### src/crs_pkg.sv
// Purpose: Shared constants for the clock and reset status flag block
// Assumes: One 25 MHz bus clock, AXI4-Lite register access
// Notes:   Offsets are byte addresses of aligned 32-bit words
package crs_pkg;
	// ------------------------------------------------------------------
	// Register map
	// ------------------------------------------------------------------
	localparam logic [7:0] OFS_FLAGS = 8'h00; // clock_reset_flags
	localparam logic [7:0] OFS_CTRL  = 8'h04; // Interrupt enables
	localparam logic [7:0] OFS_DIV   = 8'h08; // pll_output_divider
	localparam logic [7:0] OFS_TICK  = 8'h0C; // Periodic tick interval

	// ------------------------------------------------------------------
	// Bit positions in clock_reset_flags and control
	// ------------------------------------------------------------------
	localparam int BIT_TICK  = 7; // periodic_tick_flag
	localparam int BIT_POR   = 6; // poweron_reset_flag
	localparam int BIT_LVR   = 5; // lowvolt_reset_flag
	localparam int BIT_LOCKC = 4; // pll_tolerance_change_flag
	localparam int BIT_LOCK  = 3; // Live lock status
	localparam int BIT_BADA  = 2; // bad_address_reset_flag
	localparam int BIT_OSCC  = 1; // osc_status_change_flag
	localparam int BIT_QUAL  = 0; // osc_qualified_status

	localparam logic [7:0] STICKY_MASK = 8'hF6; // Write-one-to-clear bits
	localparam logic [7:0] CATCH_MASK  = 8'h64; // Reset causes caught in reset
	localparam logic [7:0] CTRL_MASK   = 8'h92; // Implemented enables

	// ------------------------------------------------------------------
	// Values after reset
	// ------------------------------------------------------------------
	localparam logic [7:0]  FLAGS_RST = 8'h00;
	localparam logic [7:0]  CTRL_RST  = 8'h00;
	localparam logic [7:0]  DIV_RST   = 8'h00;
	localparam logic [15:0] TICK_RST  = 16'h0400;

	// ------------------------------------------------------------------
	// Divider and filter counts
	// ------------------------------------------------------------------
	localparam logic [7:0]  DIV_UNLOCKED = 8'h04; // Divide by four while unlocked
	localparam logic [7:0]  QUAL_EDGES   = 8'h10; // Clean edges before qualified
	localparam logic [15:0] MAX_GAP      = 16'h0400; // VCO ticks without an edge

	// ------------------------------------------------------------------
	// AXI responses
	// ------------------------------------------------------------------
	localparam logic [1:0] RESP_OKAY   = 2'b00;
	localparam logic [1:0] RESP_SLVERR = 2'b10;
endpackage

### src/crs_flag_cell.sv
// Purpose: One sticky event flag, set by hardware, cleared by writing one
// Assumes: Set and clear are single-cycle strobes on sys_clk
// Notes:   Set beats clear so a coinciding event survives
`timescale 1ns/1ps
module crs_flag_cell #(
	parameter logic RST_VAL  = 1'b0, // Value after reset
	parameter logic CATCH_RST = 1'b0 // Record the set input during reset
) (
	input  wire logic sys_clk,
	input  wire logic reset,
	input  wire logic ce,
	input  wire logic set,
	input  wire logic clr,
	output logic      flag_q
);
	// ------------------------------------------------------------------
	// Flag storage
	// ------------------------------------------------------------------
	// Reset-cause flags must survive the reset they report
	always_ff @(posedge sys_clk) begin
		if (reset) begin
			flag_q <= RST_VAL | (CATCH_RST & set);
		end else if (ce) begin
			flag_q <= set | (flag_q & ~clr);
		end
	end
endmodule // crs_flag_cell

### src/crs_osc_qualifier.sv
// Purpose: Adaptive spike filter qualifying the external oscillator
// Assumes: Oscillator level and VCO ticks are synchronous samples
// Notes:   A gap under half the previous gap counts as a spike
`timescale 1ns/1ps
module crs_osc_qualifier #(
	parameter int GAP_W = 16 // Width of the edge gap counter
) (
	input  wire logic sys_clk,
	input  wire logic reset,
	input  wire logic ce,
	input  wire logic osc_level,
	input  wire logic vco_tick,
	input  wire logic clear,
	output logic      qualified_q
);
	logic             osc_prev_q;  // Previous oscillator sample
	logic [GAP_W-1:0] gap_q;       // VCO ticks since last edge
	logic [GAP_W-1:0] last_gap_q;  // Gap before the latest edge
	logic [7:0]       good_q;      // Clean edges in a row
	logic             edge_seen;   // Oscillator toggled
	logic             spike;       // Edge arrived too early
	logic             stalled;     // No edge for too long

	assign edge_seen = osc_level ^ osc_prev_q;
	assign spike     = edge_seen & (gap_q < (last_gap_q >> 1));
	assign stalled   = (gap_q >= crs_pkg::MAX_GAP[GAP_W-1:0]);

	// ------------------------------------------------------------------
	// Gap measurement against the VCO reference
	// ------------------------------------------------------------------
	always_ff @(posedge sys_clk) begin
		if (reset) begin
			osc_prev_q <= 1'b0;
			gap_q      <= '0;
			last_gap_q <= '0;
		end else if (ce) begin
			osc_prev_q <= osc_level;
			if (edge_seen) begin
				gap_q      <= '0;
				last_gap_q <= gap_q;
			end else if (vco_tick && !stalled) begin
				gap_q <= gap_q + 1'b1;
			end
		end
	end

	// ------------------------------------------------------------------
	// Qualification state
	// ------------------------------------------------------------------
	// Any spike or stall restarts the count, so status only rises slowly
	always_ff @(posedge sys_clk) begin
		if (reset) begin
			good_q      <= 8'h00;
			qualified_q <= 1'b0;
		end else if (ce) begin
			if (clear || spike || stalled) begin
				good_q      <= 8'h00;
				qualified_q <= 1'b0;
			end else if (edge_seen) begin
				if (good_q >= crs_pkg::QUAL_EDGES) begin
					qualified_q <= 1'b1;
				end else begin
					good_q <= good_q + 8'h01;
				end
			end
		end
	end
endmodule // crs_osc_qualifier

### src/crs_clock_flags.sv
// Purpose: Clock and reset status flags with AXI4-Lite register access
// Assumes: All pin inputs synchronous to sys_clk; VCO and osc are samples
// Notes:   Reset-cause inputs are held by the reset controller
// Notes on behaviour
// - Tick interval expiry sets bit seven
// - Flags clear only on written one
// - Tick flag with enable requests interrupt
// - Power-on reset sets bit six
// - Low-voltage reset sets bit five
// - Any lock change sets bit four
// - Lock-change flag with enable requests interrupt
// - Bit three reads live lock, read-only
// - Unlocked: output clock is VCO over four
// - Locked: VCO over divider plus one
// - Illegal-address reset sets bit two
// - Oscillator status change sets bit one
// - Osc-change flag with enable requests interrupt
// - Bit zero reads oscillator qualified, read-only
// - Unqualified oscillator gates CAN clock off
// - Full stop entry clears qualified status
// - Spike filter against VCO qualifies oscillator
// - Lock loss drops qualified, except pseudo stop
// - PLL always runs; software programs it validly
//
// Added by the designer: the register offsets and the AXI4-Lite interface to the registers.
`timescale 1ns/1ps
module crs_clock_flags #(
	parameter int ADDR_W = 8, // AXI address width
	parameter int DIV_W  = 6  // pll_output_divider width
) (
	input  wire logic              sys_clk,
	input  wire logic              reset,
	input  wire logic              ce,
	input  wire logic [ADDR_W-1:0] s_axi_awaddr,
	input  wire logic              s_axi_awvalid,
	output logic                   s_axi_awready,
	input  wire logic [31:0]       s_axi_wdata,
	input  wire logic [3:0]        s_axi_wstrb,
	input  wire logic              s_axi_wvalid,
	output logic                   s_axi_wready,
	output logic [1:0]             s_axi_bresp,
	output logic                   s_axi_bvalid,
	input  wire logic              s_axi_bready,
	input  wire logic [ADDR_W-1:0] s_axi_araddr,
	input  wire logic              s_axi_arvalid,
	output logic                   s_axi_arready,
	output logic [31:0]            s_axi_rdata,
	output logic [1:0]             s_axi_rresp,
	output logic                   s_axi_rvalid,
	input  wire logic              s_axi_rready,
	input  wire logic              poweron_reset_evt,
	input  wire logic              lowvolt_reset_evt,
	input  wire logic              bad_address_reset_evt,
	input  wire logic              pll_lock_raw,
	input  wire logic              pseudo_stop_mode,
	input  wire logic              full_stop_entry,
	input  wire logic              external_osc_clock,
	input  wire logic              pll_vco_clock,
	output logic                   irq_tick,
	output logic                   irq_lock,
	output logic                   irq_osc,
	output logic [DIV_W:0]         pll_div_q,
	output logic                   pll_clk_en_q,
	output logic                   can_osc_clock_q,
	output logic                   osc_qualified_status,
	output logic                   pll_lock_status
);
	// ------------------------------------------------------------------
	// Declarations
	// ------------------------------------------------------------------
	logic [ADDR_W-1:0] aw_addr_q;   // Held write address
	logic              aw_held_q;   // Write address taken
	logic [31:0]       w_data_q;    // Held write data
	logic [3:0]        w_strb_q;    // Held byte strobes
	logic              w_held_q;    // Write data taken
	logic              bvalid_q;    // Write response pending
	logic [1:0]        bresp_q;     // Write response code
	logic              rvalid_q;    // Read data pending
	logic [31:0]       rdata_q;     // Read data register
	logic [1:0]        rresp_q;     // Read response code
	logic [7:0]        ctrl_q;      // Interrupt enables
	logic [DIV_W-1:0]  div_set_q;   // pll_output_divider
	logic [15:0]       tick_per_q;  // Tick interval in sys_clk cycles
	logic [15:0]       tick_cnt_q;  // Tick interval counter
	logic              lock_q;      // Registered lock sample
	logic              lock_prev_q; // Lock one cycle earlier
	logic              qual_prev_q; // Qualified one cycle earlier
	logic              vco_prev_q;  // Previous VCO sample
	logic [DIV_W:0]    div_cnt_q;   // Output divider counter
	logic [7:0]        flags_q;     // Sticky flags, live bits zero
	logic [7:0]        set_vec;     // Hardware set strobes
	logic [7:0]        clr_vec;     // Software clear strobes
	logic              osc_qual;    // Spike filter result
	logic              qual_clear;  // Force unqualified
	logic              wr_go;       // Write performed this cycle
	logic              rd_go;       // Read taken this cycle
	logic              wr_flags;    // Write to flags register
	logic              wr_ctrl;     // Write to control register
	logic              wr_div;      // Write to divider register
	logic              wr_tick;     // Write to tick register
	logic              wr_hit;      // Write address mapped
	logic              rd_hit;      // Read address mapped
	logic              tick_evt;    // Tick interval expired
	logic              vco_tick;    // VCO rising edge
	logic [7:0]        flags_rd;    // Flags as software sees them
	logic [31:0]       rd_mux;      // Selected read word
	logic [DIV_W:0]    div_d;       // Next output divisor

	// ------------------------------------------------------------------
	// AXI4-Lite decode
	// ------------------------------------------------------------------
	// Readies fall with ce so no handshake lands while state is frozen
	assign s_axi_awready = ce & ~aw_held_q & ~bvalid_q;
	assign s_axi_wready  = ce & ~w_held_q & ~bvalid_q;
	assign s_axi_arready = ce & ~rvalid_q;
	assign s_axi_bvalid  = bvalid_q;
	assign s_axi_bresp   = bresp_q;
	assign s_axi_rvalid  = rvalid_q;
	assign s_axi_rdata   = rdata_q;
	assign s_axi_rresp   = rresp_q;

	assign wr_go    = ce & aw_held_q & w_held_q & ~bvalid_q;
	assign rd_go    = s_axi_arvalid & s_axi_arready;
	assign wr_flags = wr_go & (aw_addr_q == crs_pkg::OFS_FLAGS);
	assign wr_ctrl  = wr_go & (aw_addr_q == crs_pkg::OFS_CTRL);
	assign wr_div   = wr_go & (aw_addr_q == crs_pkg::OFS_DIV);
	assign wr_tick  = wr_go & (aw_addr_q == crs_pkg::OFS_TICK);
	assign wr_hit   = wr_flags | wr_ctrl | wr_div | wr_tick;
	assign rd_hit   = (s_axi_araddr == crs_pkg::OFS_FLAGS) | (s_axi_araddr == crs_pkg::OFS_CTRL)
		| (s_axi_araddr == crs_pkg::OFS_DIV) | (s_axi_araddr == crs_pkg::OFS_TICK);

	// Live bits come straight from state, so writes to them do nothing
	assign flags_rd = (flags_q & crs_pkg::STICKY_MASK)
		| {4'h0, lock_q, 2'b00, osc_qual};

	assign rd_mux = (s_axi_araddr == crs_pkg::OFS_FLAGS) ? {24'h00_0000, flags_rd} :
		(s_axi_araddr == crs_pkg::OFS_CTRL) ? {24'h00_0000, ctrl_q} :
		(s_axi_araddr == crs_pkg::OFS_DIV) ? {{(32-DIV_W){1'b0}}, div_set_q} :
		(s_axi_araddr == crs_pkg::OFS_TICK) ? {16'h0000, tick_per_q} : 32'h0000_0000;

	// ------------------------------------------------------------------
	// AXI write channel capture and response
	// ------------------------------------------------------------------
	always_ff @(posedge sys_clk) begin
		if (reset) begin
			aw_held_q <= 1'b0;
			aw_addr_q <= '0;
			w_held_q  <= 1'b0;
			w_data_q  <= 32'h0000_0000;
			w_strb_q  <= 4'h0;
			bvalid_q  <= 1'b0;
			bresp_q   <= crs_pkg::RESP_OKAY;
		end else if (ce) begin
			if (s_axi_awvalid && s_axi_awready) begin
				aw_held_q <= 1'b1;
				aw_addr_q <= s_axi_awaddr;
			end
			if (s_axi_wvalid && s_axi_wready) begin
				w_held_q <= 1'b1;
				w_data_q <= s_axi_wdata;
				w_strb_q <= s_axi_wstrb;
			end
			if (wr_go) begin
				aw_held_q <= 1'b0;
				w_held_q  <= 1'b0;
				bvalid_q  <= 1'b1;
				bresp_q   <= wr_hit ? crs_pkg::RESP_OKAY : crs_pkg::RESP_SLVERR;
			end else if (bvalid_q && s_axi_bready) begin
				bvalid_q <= 1'b0;
			end
		end
	end

	// ------------------------------------------------------------------
	// AXI read channel
	// ------------------------------------------------------------------
	always_ff @(posedge sys_clk) begin
		if (reset) begin
			rvalid_q <= 1'b0;
			rdata_q  <= 32'h0000_0000;
			rresp_q  <= crs_pkg::RESP_OKAY;
		end else if (ce) begin
			if (rd_go) begin
				rvalid_q <= 1'b1;
				rdata_q  <= rd_mux;
				rresp_q  <= rd_hit ? crs_pkg::RESP_OKAY : crs_pkg::RESP_SLVERR;
			end else if (rvalid_q && s_axi_rready) begin
				rvalid_q <= 1'b0;
			end
		end
	end

	// ------------------------------------------------------------------
	// Software settings
	// ------------------------------------------------------------------
	always_ff @(posedge sys_clk) begin
		if (reset) begin
			ctrl_q     <= crs_pkg::CTRL_RST;
			div_set_q  <= crs_pkg::DIV_RST[DIV_W-1:0];
			tick_per_q <= crs_pkg::TICK_RST;
		end else if (ce) begin
			if (wr_ctrl && w_strb_q[0]) begin
				ctrl_q <= w_data_q[7:0] & crs_pkg::CTRL_MASK;
			end
			if (wr_div && w_strb_q[0]) begin
				div_set_q <= w_data_q[DIV_W-1:0];
			end
			if (wr_tick && w_strb_q[0]) begin
				tick_per_q[7:0] <= w_data_q[7:0];
			end
			if (wr_tick && w_strb_q[1]) begin
				tick_per_q[15:8] <= w_data_q[15:8];
			end
		end
	end

	// ------------------------------------------------------------------
	// Periodic tick and input sampling
	// ------------------------------------------------------------------
	assign tick_evt = ce & (tick_cnt_q >= tick_per_q);
	assign vco_tick = pll_vco_clock & ~vco_prev_q;

	always_ff @(posedge sys_clk) begin
		if (reset) begin
			tick_cnt_q  <= 16'h0000;
			lock_q      <= 1'b0;
			lock_prev_q <= 1'b0;
			qual_prev_q <= 1'b0;
			vco_prev_q  <= 1'b0;
		end else if (ce) begin
			tick_cnt_q  <= tick_evt ? 16'h0000 : tick_cnt_q + 16'h0001;
			lock_q      <= pll_lock_raw;
			lock_prev_q <= lock_q;
			qual_prev_q <= osc_qual;
			vco_prev_q  <= pll_vco_clock;
		end
	end

	// ------------------------------------------------------------------
	// Sticky flags
	// ------------------------------------------------------------------
	assign set_vec = {tick_evt,
		poweron_reset_evt,
		lowvolt_reset_evt,
		lock_q ^ lock_prev_q,
		1'b0,
		bad_address_reset_evt,
		osc_qual ^ qual_prev_q,
		1'b0};
	assign clr_vec = (wr_flags && w_strb_q[0]) ? (w_data_q[7:0] & crs_pkg::STICKY_MASK) : 8'h00;

	for (genvar i = 0; i < 8; i++) begin : g_flag
		if (crs_pkg::STICKY_MASK[i]) begin : g_cell
			crs_flag_cell #(
				.RST_VAL   (crs_pkg::FLAGS_RST[i]),
				.CATCH_RST (crs_pkg::CATCH_MASK[i])
			) u_cell (
				.sys_clk (sys_clk),
				.reset   (reset),
				.ce      (ce),
				.set     (set_vec[i]),
				.clr     (clr_vec[i]),
				.flag_q  (flags_q[i])
			);
		end else begin : g_none
			assign flags_q[i] = 1'b0;
		end
	end

	assign irq_tick = flags_q[crs_pkg::BIT_TICK] & ctrl_q[crs_pkg::BIT_TICK];
	assign irq_lock = flags_q[crs_pkg::BIT_LOCKC] & ctrl_q[crs_pkg::BIT_LOCKC];
	assign irq_osc  = flags_q[crs_pkg::BIT_OSCC] & ctrl_q[crs_pkg::BIT_OSCC];

	// ------------------------------------------------------------------
	// Oscillator qualification
	// ------------------------------------------------------------------
	// Pseudo stop drops lock on purpose, so status is kept there
	assign qual_clear = full_stop_entry
		| (lock_prev_q & ~lock_q & ~pseudo_stop_mode);

	crs_osc_qualifier #(
		.GAP_W (16)
	) u_qual (
		.sys_clk     (sys_clk),
		.reset       (reset),
		.ce          (ce),
		.osc_level   (external_osc_clock),
		.vco_tick    (vco_tick),
		.clear       (qual_clear),
		.qualified_q (osc_qual)
	);

	assign osc_qualified_status = osc_qual;
	assign pll_lock_status      = lock_q;

	// ------------------------------------------------------------------
	// PLL output divider and CAN oscillator gate
	// ------------------------------------------------------------------
	// Divide by four until locked keeps the core below its limit
	assign div_d = lock_q ? ({1'b0, div_set_q} + 1'b1)
		: crs_pkg::DIV_UNLOCKED[DIV_W:0];

	// The divider runs whenever ce is high; it has no enable of its own
	always_ff @(posedge sys_clk) begin
		if (reset) begin
			pll_div_q       <= crs_pkg::DIV_UNLOCKED[DIV_W:0];
			div_cnt_q       <= '0;
			pll_clk_en_q    <= 1'b0;
			can_osc_clock_q <= 1'b0;
		end else if (ce) begin
			pll_div_q       <= div_d;
			pll_clk_en_q    <= vco_tick && (div_cnt_q + 1'b1 >= pll_div_q);
			can_osc_clock_q <= external_osc_clock & osc_qual;
			if (vco_tick) begin
				div_cnt_q <= (div_cnt_q + 1'b1 >= pll_div_q) ? '0 : div_cnt_q + 1'b1;
			end
		end
	end

	// ------------------------------------------------------------------
	// Assertions
	// ------------------------------------------------------------------
	a_tick_sets_flag: assert property (@(posedge sys_clk) disable iff (reset)
		tick_evt |=> flags_q[crs_pkg::BIT_TICK])
		else $error("tick expiry did not set flag");
	a_clear_needs_one: assert property (@(posedge sys_clk) disable iff (reset)
		$fell(flags_q[crs_pkg::BIT_TICK]) |-> $past(clr_vec[crs_pkg::BIT_TICK]))
		else $error("tick flag cleared without written one");
	a_tick_irq_level: assert property (@(posedge sys_clk) disable iff (reset)
		(tick_evt && ctrl_q[crs_pkg::BIT_TICK] && !wr_ctrl) |=> irq_tick)
		else $error("tick interrupt not raised");
	a_por_flag_set: assert property (@(posedge sys_clk) disable iff (reset)
		(ce && poweron_reset_evt) |=> flags_q[crs_pkg::BIT_POR])
		else $error("power-on flag not set");
	a_lvr_flag_set: assert property (@(posedge sys_clk) disable iff (reset)
		(ce && lowvolt_reset_evt) |=> flags_q[crs_pkg::BIT_LVR])
		else $error("low-voltage flag not set");
	a_lock_change_flag: assert property (@(posedge sys_clk) disable iff (reset)
		(ce && $changed(lock_q)) |-> ##1 flags_q[crs_pkg::BIT_LOCKC])
		else $error("lock change flag not set");
	a_lock_readback: assert property (@(posedge sys_clk) disable iff (reset)
		(rd_go && s_axi_araddr == crs_pkg::OFS_FLAGS) |=> rdata_q[3] == $past(lock_q))
		else $error("lock readback wrong");
	a_div_unlocked: assert property (@(posedge sys_clk) disable iff (reset)
		(ce && !lock_q) |=> pll_div_q == crs_pkg::DIV_UNLOCKED[DIV_W:0])
		else $error("unlocked divisor not four");
	a_div_locked: assert property (@(posedge sys_clk) disable iff (reset)
		(ce && lock_q) |=> pll_div_q == {1'b0, $past(div_set_q)} + 1'b1)
		else $error("locked divisor wrong");
	a_osc_change_flag: assert property (@(posedge sys_clk) disable iff (reset)
		(ce && $rose(osc_qual)) |-> ##1 flags_q[crs_pkg::BIT_OSCC])
		else $error("osc change flag not set");
	a_can_gate_off: assert property (@(posedge sys_clk) disable iff (reset)
		(ce && !osc_qual) |=> !can_osc_clock_q)
		else $error("CAN clock passed while unqualified");
	a_fullstop_clear: assert property (@(posedge sys_clk) disable iff (reset)
		(ce && full_stop_entry) |=> !osc_qual)
		else $error("full stop did not clear qualified");
	a_lost_lock_clear: assert property (@(posedge sys_clk) disable iff (reset)
		(ce && lock_prev_q && !lock_q && !pseudo_stop_mode) |=> !osc_qual)
		else $error("lock loss kept qualified");
	a_set_beats_clear: assert property (@(posedge sys_clk) disable iff (reset)
		(ce && set_vec[crs_pkg::BIT_BADA] && clr_vec[crs_pkg::BIT_BADA])
		|=> flags_q[crs_pkg::BIT_BADA])
		else $error("clear beat set");
endmodule // crs_clock_flags

### config.mk
export PLATFORM = sky130hd
export DESIGN_NAME = crs_clock_flags
export DESIGN_NICKNAME = d
export VERILOG_FILES = /design/src/crs_pkg.sv /design/src/crs_flag_cell.sv /design/src/crs_osc_qualifier.sv /design/src/crs_clock_flags.sv
export SDC_FILE = /design/constraint.sdc
export NUM_CORES = 1
export LEC_CHECK = 0
export ABC_CLOCK_PERIOD_IN_PS = 4100
export BUFFER_PORTS_ARGS = -buffer_cell sky130_fd_sc_hd__clkbuf_2
export CELL_PAD_IN_SITES_DETAIL_PLACEMENT = 1
export CELL_PAD_IN_SITES_GLOBAL_PLACEMENT = 1
export CORE_ASPECT_RATIO = 1.1
export CORE_MARGIN = 4
export CORE_UTILIZATION = 30
export CTS_CLUSTER_SIZE = 40
export DETAILED_ROUTE_END_ITERATION = 7
export HOLD_SLACK_MARGIN = 0.05
export PLACE_DENSITY = 0.68
export SYNTH_ARGS = -nofsm -noshare
export SYNTH_HDL_FRONTEND = slang
export SYNTH_SLANG_ARGS = --single-unit
### constraint.sdc
create_clock -name sys_clk -period 4.1 [get_ports sys_clk]
set_clock_uncertainty 0.2 [all_clocks]
set_input_delay 1.025 -clock sys_clk [delete_from_list [all_inputs] [get_ports sys_clk]]
set_output_delay 1.025 -clock sys_clk [all_outputs]
set_load 0.005 [all_outputs]
# ---- Yosys cells after proc, flatten, opt, wreduce, memory -nomap -nowiden
# Cells that the tools add are included.
dict set report op_classes {
  mul 0
  n_eq_ne 7
  muxes 32
  n_shift 0
  div 0
  add_sub_neg 5
  bitwise_logic 58
  n_reduce_logical 41
  magnitude_cmp 5
}
# operator n
set op_table {}
lappend op_table {{2-to-1 mux 16 bit} 7}
lappend op_table {{adder 16 x 1 -> 16 bit (second input constant)} 2}
lappend op_table {{== test 8 x 4 -> 1 bit (second input constant)} 4}
lappend op_table {{2-to-1 mux 8 bit} 4}
lappend op_table {{AND reduction 2 bit} 15}
lappend op_table {{bitwise AND 1 bit} 28}
lappend op_table {{2-to-1 mux 1 bit} 17}
lappend op_table {{== test 8 x 3 -> 1 bit (second input constant)} 2}
lappend op_table {{greater-or-equal comparator 16 x 11 -> 1 bit (second input constant)} 1}
lappend op_table {{greater-or-equal comparator 16 bit} 1}
lappend op_table {{zero test 8 bit} 2}
lappend op_table {{< comparator 16 x 15 -> 1 bit} 1}
lappend op_table {{nonzero test 2 bit} 8}
lappend op_table {{2-to-1 mux 7 bit} 2}
lappend op_table {{inverter 1 bit} 13}
lappend op_table {{OR 1 bit} 13}
lappend op_table {{logical AND 1 bit} 11}
lappend op_table {{adder 8 x 1 -> 8 bit (second input constant)} 1}
lappend op_table {{greater-or-equal comparator 8 x 5 -> 1 bit (second input constant)} 1}
lappend op_table {{OR 8 x 4 -> 8 bit} 1}
lappend op_table {{adder 6 x 1 -> 7 bit (second input constant)} 1}
lappend op_table {{adder 7 x 1 -> 7 bit (second input constant)} 1}
lappend op_table {{greater-or-equal comparator 7 bit} 1}
lappend op_table {{AND reduction 3 bit} 2}
lappend op_table {{5 further kinds} 9}
dict set report totals {
  output_inout_bits 55
  n_memories 0
  rom_bits 0
  mem_bits_rw 0
  latchBits 0
  wordCells 182
  regBits 175
  inputBits 68
}

# ---- Depth between registers and ports, before layout
dict set report logic_depth {
  word_depth 11
  ltp_mapped 11
  mapped_depth_nobuf 11
}

# ---- Hierarchy
# A second synthesis with hierarchy kept.
dict set report hier_totals {
  cells_unflattened 873
  hier_area_um2 7463.4
}
# mod cells_each seq_area_each_um2 instances area_each_um2
set modules_own_cells {}
lappend modules_own_cells {crs_clock_flags 596 2182.1 1 5112.4}
lappend modules_own_cells {crs_osc_qualifier 253 820.8 1 2073.2}
lappend modules_own_cells {{crs_flag_cell at g_flag[2].g_cell.u_cell ...} 4 30.0 3 50.0}
lappend modules_own_cells {{crs_flag_cell at g_flag[1].g_cell.u_cell ...} 4 20.0 3 42.5}

# ---- Least setup slack after synthesis
# No wires, ideal clock.
dict set report synth_timing {
  path_kind {input to register}
  start {in ce}
  end {reg g_flag[7].g_cell.u_cell.flag_q}
  required_time_ns 3.778
  setup_ns 0.122
  path_stages 6
  t_arrival_ns 2.243
  path_slack_ns 1.535
  n_path_buf 0
  cell_sequence {and4b_1 > nand4_4 > nor3_2 > a21boi_1 > or2_2 > o311a_1}
}
dict set report synth_via {
  elab_chain_len 9
  word_cells_on_any_way 10
  classes_between {1 x mux; 8 x bitwise; 1 x reduce/logical}
}
# item line
set synth_lines {}
lappend synth_lines {{start: declaration} crs_clock_flags.sv:33} ;# input wire logic ce,
lappend synth_lines {{bitwise AND 1 bit (3 in series)} crs_clock_flags.sv:122} ;# assign wr_go = ce & aw_held_q & w_held_q & ~bvalid_q;
lappend synth_lines {{bitwise AND 1 bit} crs_clock_flags.sv:124} ;# assign wr_flags = wr_go & (aw_addr_q == crs_pkg::OFS_FLAGS);
lappend synth_lines {{logical AND 1 bit} crs_clock_flags.sv:250} ;# assign clr_vec = (wr_flags && w_strb_q[0]) ? (w_data_q[7:0] & crs_pkg::STICKY_MASK) : 8'h00;
lappend synth_lines {{2-to-1 mux 8 bit} crs_clock_flags.sv:250}
lappend synth_lines {{inverter 1 bit} crs_flag_cell.sv:24} ;# flag_q <= set | (flag_q & ~clr);
lappend synth_lines {{bitwise AND 1 bit} crs_flag_cell.sv:24}
lappend synth_lines {{OR 1 bit} crs_flag_cell.sv:24}
lappend synth_lines {{end signal: assignment} crs_flag_cell.sv:22} ;# flag_q <= RST_VAL | (CATCH_RST & set);
lappend synth_lines {{end signal: assignment} crs_flag_cell.sv:24}
lappend synth_lines {{end: declaration} crs_flag_cell.sv:14} ;# output logic flag_q
# Parallel ways exist; a longest one is shown, timed or not.
# A chain may end at the register's enable or synchronous reset.

# ---- Worst setup path after layout
dict set report layout_timing {
  start {in ce}
  end {out s_axi_arready}
}
dict set report layout_via {
  elab_chain_len 1
}
# item line
set layout_lines {}
lappend layout_lines {{bitwise AND 1 bit} crs_clock_flags.sv:115} ;# assign s_axi_arready = ce & ~rvalid_q;
lappend layout_lines {{end: declaration} crs_clock_flags.sv:46} ;# output logic s_axi_arready,
# Every way passes these cells.

==> metrics <==
full die area=26980 um2; normalized max-slew margin=52.33%; H-tree levels=4; Fin Setup TNS=0 ns; largest family of logic cells by synthesized area=simple AND/OR/NAND/NOR gates; initial antenna violation count=0; Initial DRT Pass Iterations=4; IO Pins=123; CTS tree=built; Placer Congestion=0.7571; flop2flop setup slack=1.25 ns; first-pass GRT wire length=31070 um; Area growth, synth to finish=17.63%; RSZ-0062 raised after global routing=no; multiplexer share of the synthesized area=5.415%; hold buffers post-CTS=0; Sw Share=23.57%; Post-synth top flop=dfxtp_1; YS warnings=0; Hold EP=w_data_q[14]$_SDFFE_PP0P_; Final Hold Viols=0; input/output buffers=86; antenna cells=0; HP Class=register to register; peak supply drop=0.2690 mV; most frequent cells in the layout=dfxtp_1 (153), nand2_1 (138), nor2_1 (103), clkbuf_2 (85), a21oi_1 (71); status=complete, no violations; maximum clock path buffer count=2; Starting Density=30.72%; P per Cell Area=393.7 nW/um2; # nets final=1044; critical path peak fanout=31; Critical Path Start Type=input port; Mapped Area=7325 um2; Synth area leader=dfxtp_1; via count=5946; Synth Area in XOR/XNOR=4.305%; Post-CTS Setup Bufs=0; Util after Layout=36.13%; reg-to-reg endpoint=div_cnt_q[0]$_SDFFE_PP0P_; Reg clk slew, reported paths=0.06 ns; minimum clock period after layout=3.122 ns; Synth Instances=849; total power=3.392 mW; crit end category=primary output; Power Internal=2.592 mW; crit path DAT=1.90 ns; adder-cell share of the synthesized area=7.687%; top cells by area, synth=dfxtp_1 (42%), ha_1 (7.7%), nand2_1 (7.1%); fin crit share=76.15%; post-route ant nets=0; worst reg2reg path depth=9; Avg Inst Size Synth=8.627 um2; Max Cap Viol=0; Post-Route WL=19160 um; number of flops mapped to enable cells by yosys=3; Worst-Margin Slew=0.7150 ns; leakage=3.536 nW; sequential-to-total area share from yosys stat=43.05%; Die H=171.9 um; Final Max Tran Viols=0; commonest non-fill, non-tap cell in the layout=dfxtp_1; total global routing track utilization=14.45%; Synth cell types=70; Via density=4.761; row cnt=59; clock share of power=48.0%; final count of negative-setup-slack endpoints=0; pin count of the biggest net entering global routing=42; synthesized flop and latch total=156; grt total ovfl=0; initial detailed-routing violation count=192; compound-cell area share of the yosys netlist=12.28%; ratio of cells with drive above 1 in the final layout=15.15%; clk_lat worst skew=0.42 ns; combinational group share of total power=5.7%; Data required, critical path=2.87 ns; dpl hpwl=14200 um; Seq pwr share=46.3%; core footprint=23840 um2; sw power=0.7995 mW; share of the synthesized area in the top cell type=41.82%; die width=157.0 um; Reg-to-Reg Start=div_cnt_q[0]$_SDFFE_PP0P_; vias in the first global route=6080; Post-Synth Simple-Gate Area=21.35%; root buf cell=clkbuf_16; cell area after layout=8616 um2; fmax=320.3 MHz; CTS buffer count=17; WL per Instance=15.34 um; HP Start=w_data_q[14]$_SDFFE_PP0P_; hold path cells=2; CP Class=input port to primary output; DRC Markers=0; placed instance area=8006 um2; CTS sink count=156; Async SR Flop Fraction=0%; post-cts gate resize count=0
[cells in the mapped netlist (2+ instances only)]
| master | instances |
|---|---|
| and3_1 | 13 |
| nand4_4 | 2 |
| clkbuf_1 | 21 |
| edfxtp_1 | 3 |
| o21ai_0 | 17 |
| o22ai_1 | 4 |
| mux4_2 | 2 |
| nor3_1 | 7 |
| nand3_1 | 17 |
| buf_2 | 4 |
| nor2_1 | 103 |
| o211ai_1 | 2 |
| o21a_1 | 2 |
| and4_1 | 2 |
| nand4_1 | 5 |
| a41oi_1 | 3 |
| buf_1 | 4 |
| a211oi_1 | 2 |
| buf_4 | 18 |
| a22oi_1 | 17 |
| a31o_2 | 3 |
| dfxtp_1 | 153 |
| a21oi_1 | 71 |
| mux2i_1 | 34 |
| ha_1 | 45 |
| inv_1 | 47 |
| nand2b_1 | 6 |
| and4b_1 | 2 |
| nand3b_1 | 2 |
| xor2_1 | 24 |
| nand2_1 | 138 |
| nor2b_1 | 3 |
| or3_1 | 4 |
| xnor2_1 | 12 |
| a21o_1 | 7 |
| and2_1 | 15 |
| a2bb2oi_1 | 2 |
[worst max-delay path, cell delays in order]
cell and delay [ns]:
clkbuf_2 0.10, buf_4 0.36, nor2b_1 0.26, clkbuf_2 0.15
[power groups by stage]
stage	registers (mW)	clock network, mW	logic (mW)
floorplan	1.60	0	0.135
global placement	1.60	0	0.193
detailed placement	1.61	0	0.197
CTS	1.57	1.67	0.198
global route	1.57	1.74	0.220
finish	1.57	1.63	0.192
[sequential cells by signal (all words and copies together), names as in the netlist, 6 cells and up]
signal	flops
s_axi_rdata	16
div_cnt_q	7
u_qual.good_q	8
tick_per_q	16
tick_cnt_q	16
w_data_q	16
div_set_q	6
g_flag.g_cell.u_cell.flag_q	6
aw_addr_q	8
u_qual.last_gap_q	15
u_qual.gap_q	16
pll_div_q	7
[cell type report]
type,instances,area (um2)
well taps,305,381.6
flip-flops and latches,156,3153
repair buffers,93,485.5
inverters,48,180.2
fillers,2868,15230
multi-input cells,615,3806
clock inverters,13,166.4
clock buffers,19,442.9
[cells by family after synthesis]
group	after synthesis
simple gates	334
flops	156
compound gates	145
buf+inv	95
fa+ha+maj	45
mux	37
xor+xnor	36
other cells	1
[metrics by stage]
step / worst slack (ns) / instances / hold slack (ns)
global placement: 0.9421 / 1217 / 0.2351
CTS: 0.9316 / 1249 / 0.2562
detailed placement: 0.8931 / 1217 / 0.2455
global route: 0.8820 / 1249 / 0.2766
floorplan: 1.535 / 866 / 0.2199
finish: 0.9779 / 1249 / 0.2546
[worst max path at each step]
stage                                                        to  slack [ns]  startpoint  cells past startpoint
floorplan           g_flag[7].g_cell.u_cell.flag_q$_SDFFE_PP0P_        1.53          ce                      6
global placement                   u_qual.gap_q[9]$_SDFFE_PP0P_        0.94          ce                      7
detailed placement                 u_qual.gap_q[5]$_SDFFE_PP0P_        0.89          ce                      7
CTS                                               s_axi_arready        0.93          ce                      4
global route                                      s_axi_arready        0.88          ce                      4
finish                                            s_axi_arready        0.98          ce                      4
[layer usage]
layer / share of wire, % / track usage [%] / vias up
li1: - / - / 3006
met1: 47 / 18.60 / 2841
met2: 49 / 24.87 / 79
met3: 2.5 / 2.804 / 20
met4: 1.3 / 3.811 / 0
met5: 0 / 0 / -
Note: power is estimated with default switching activity, not from simulation.
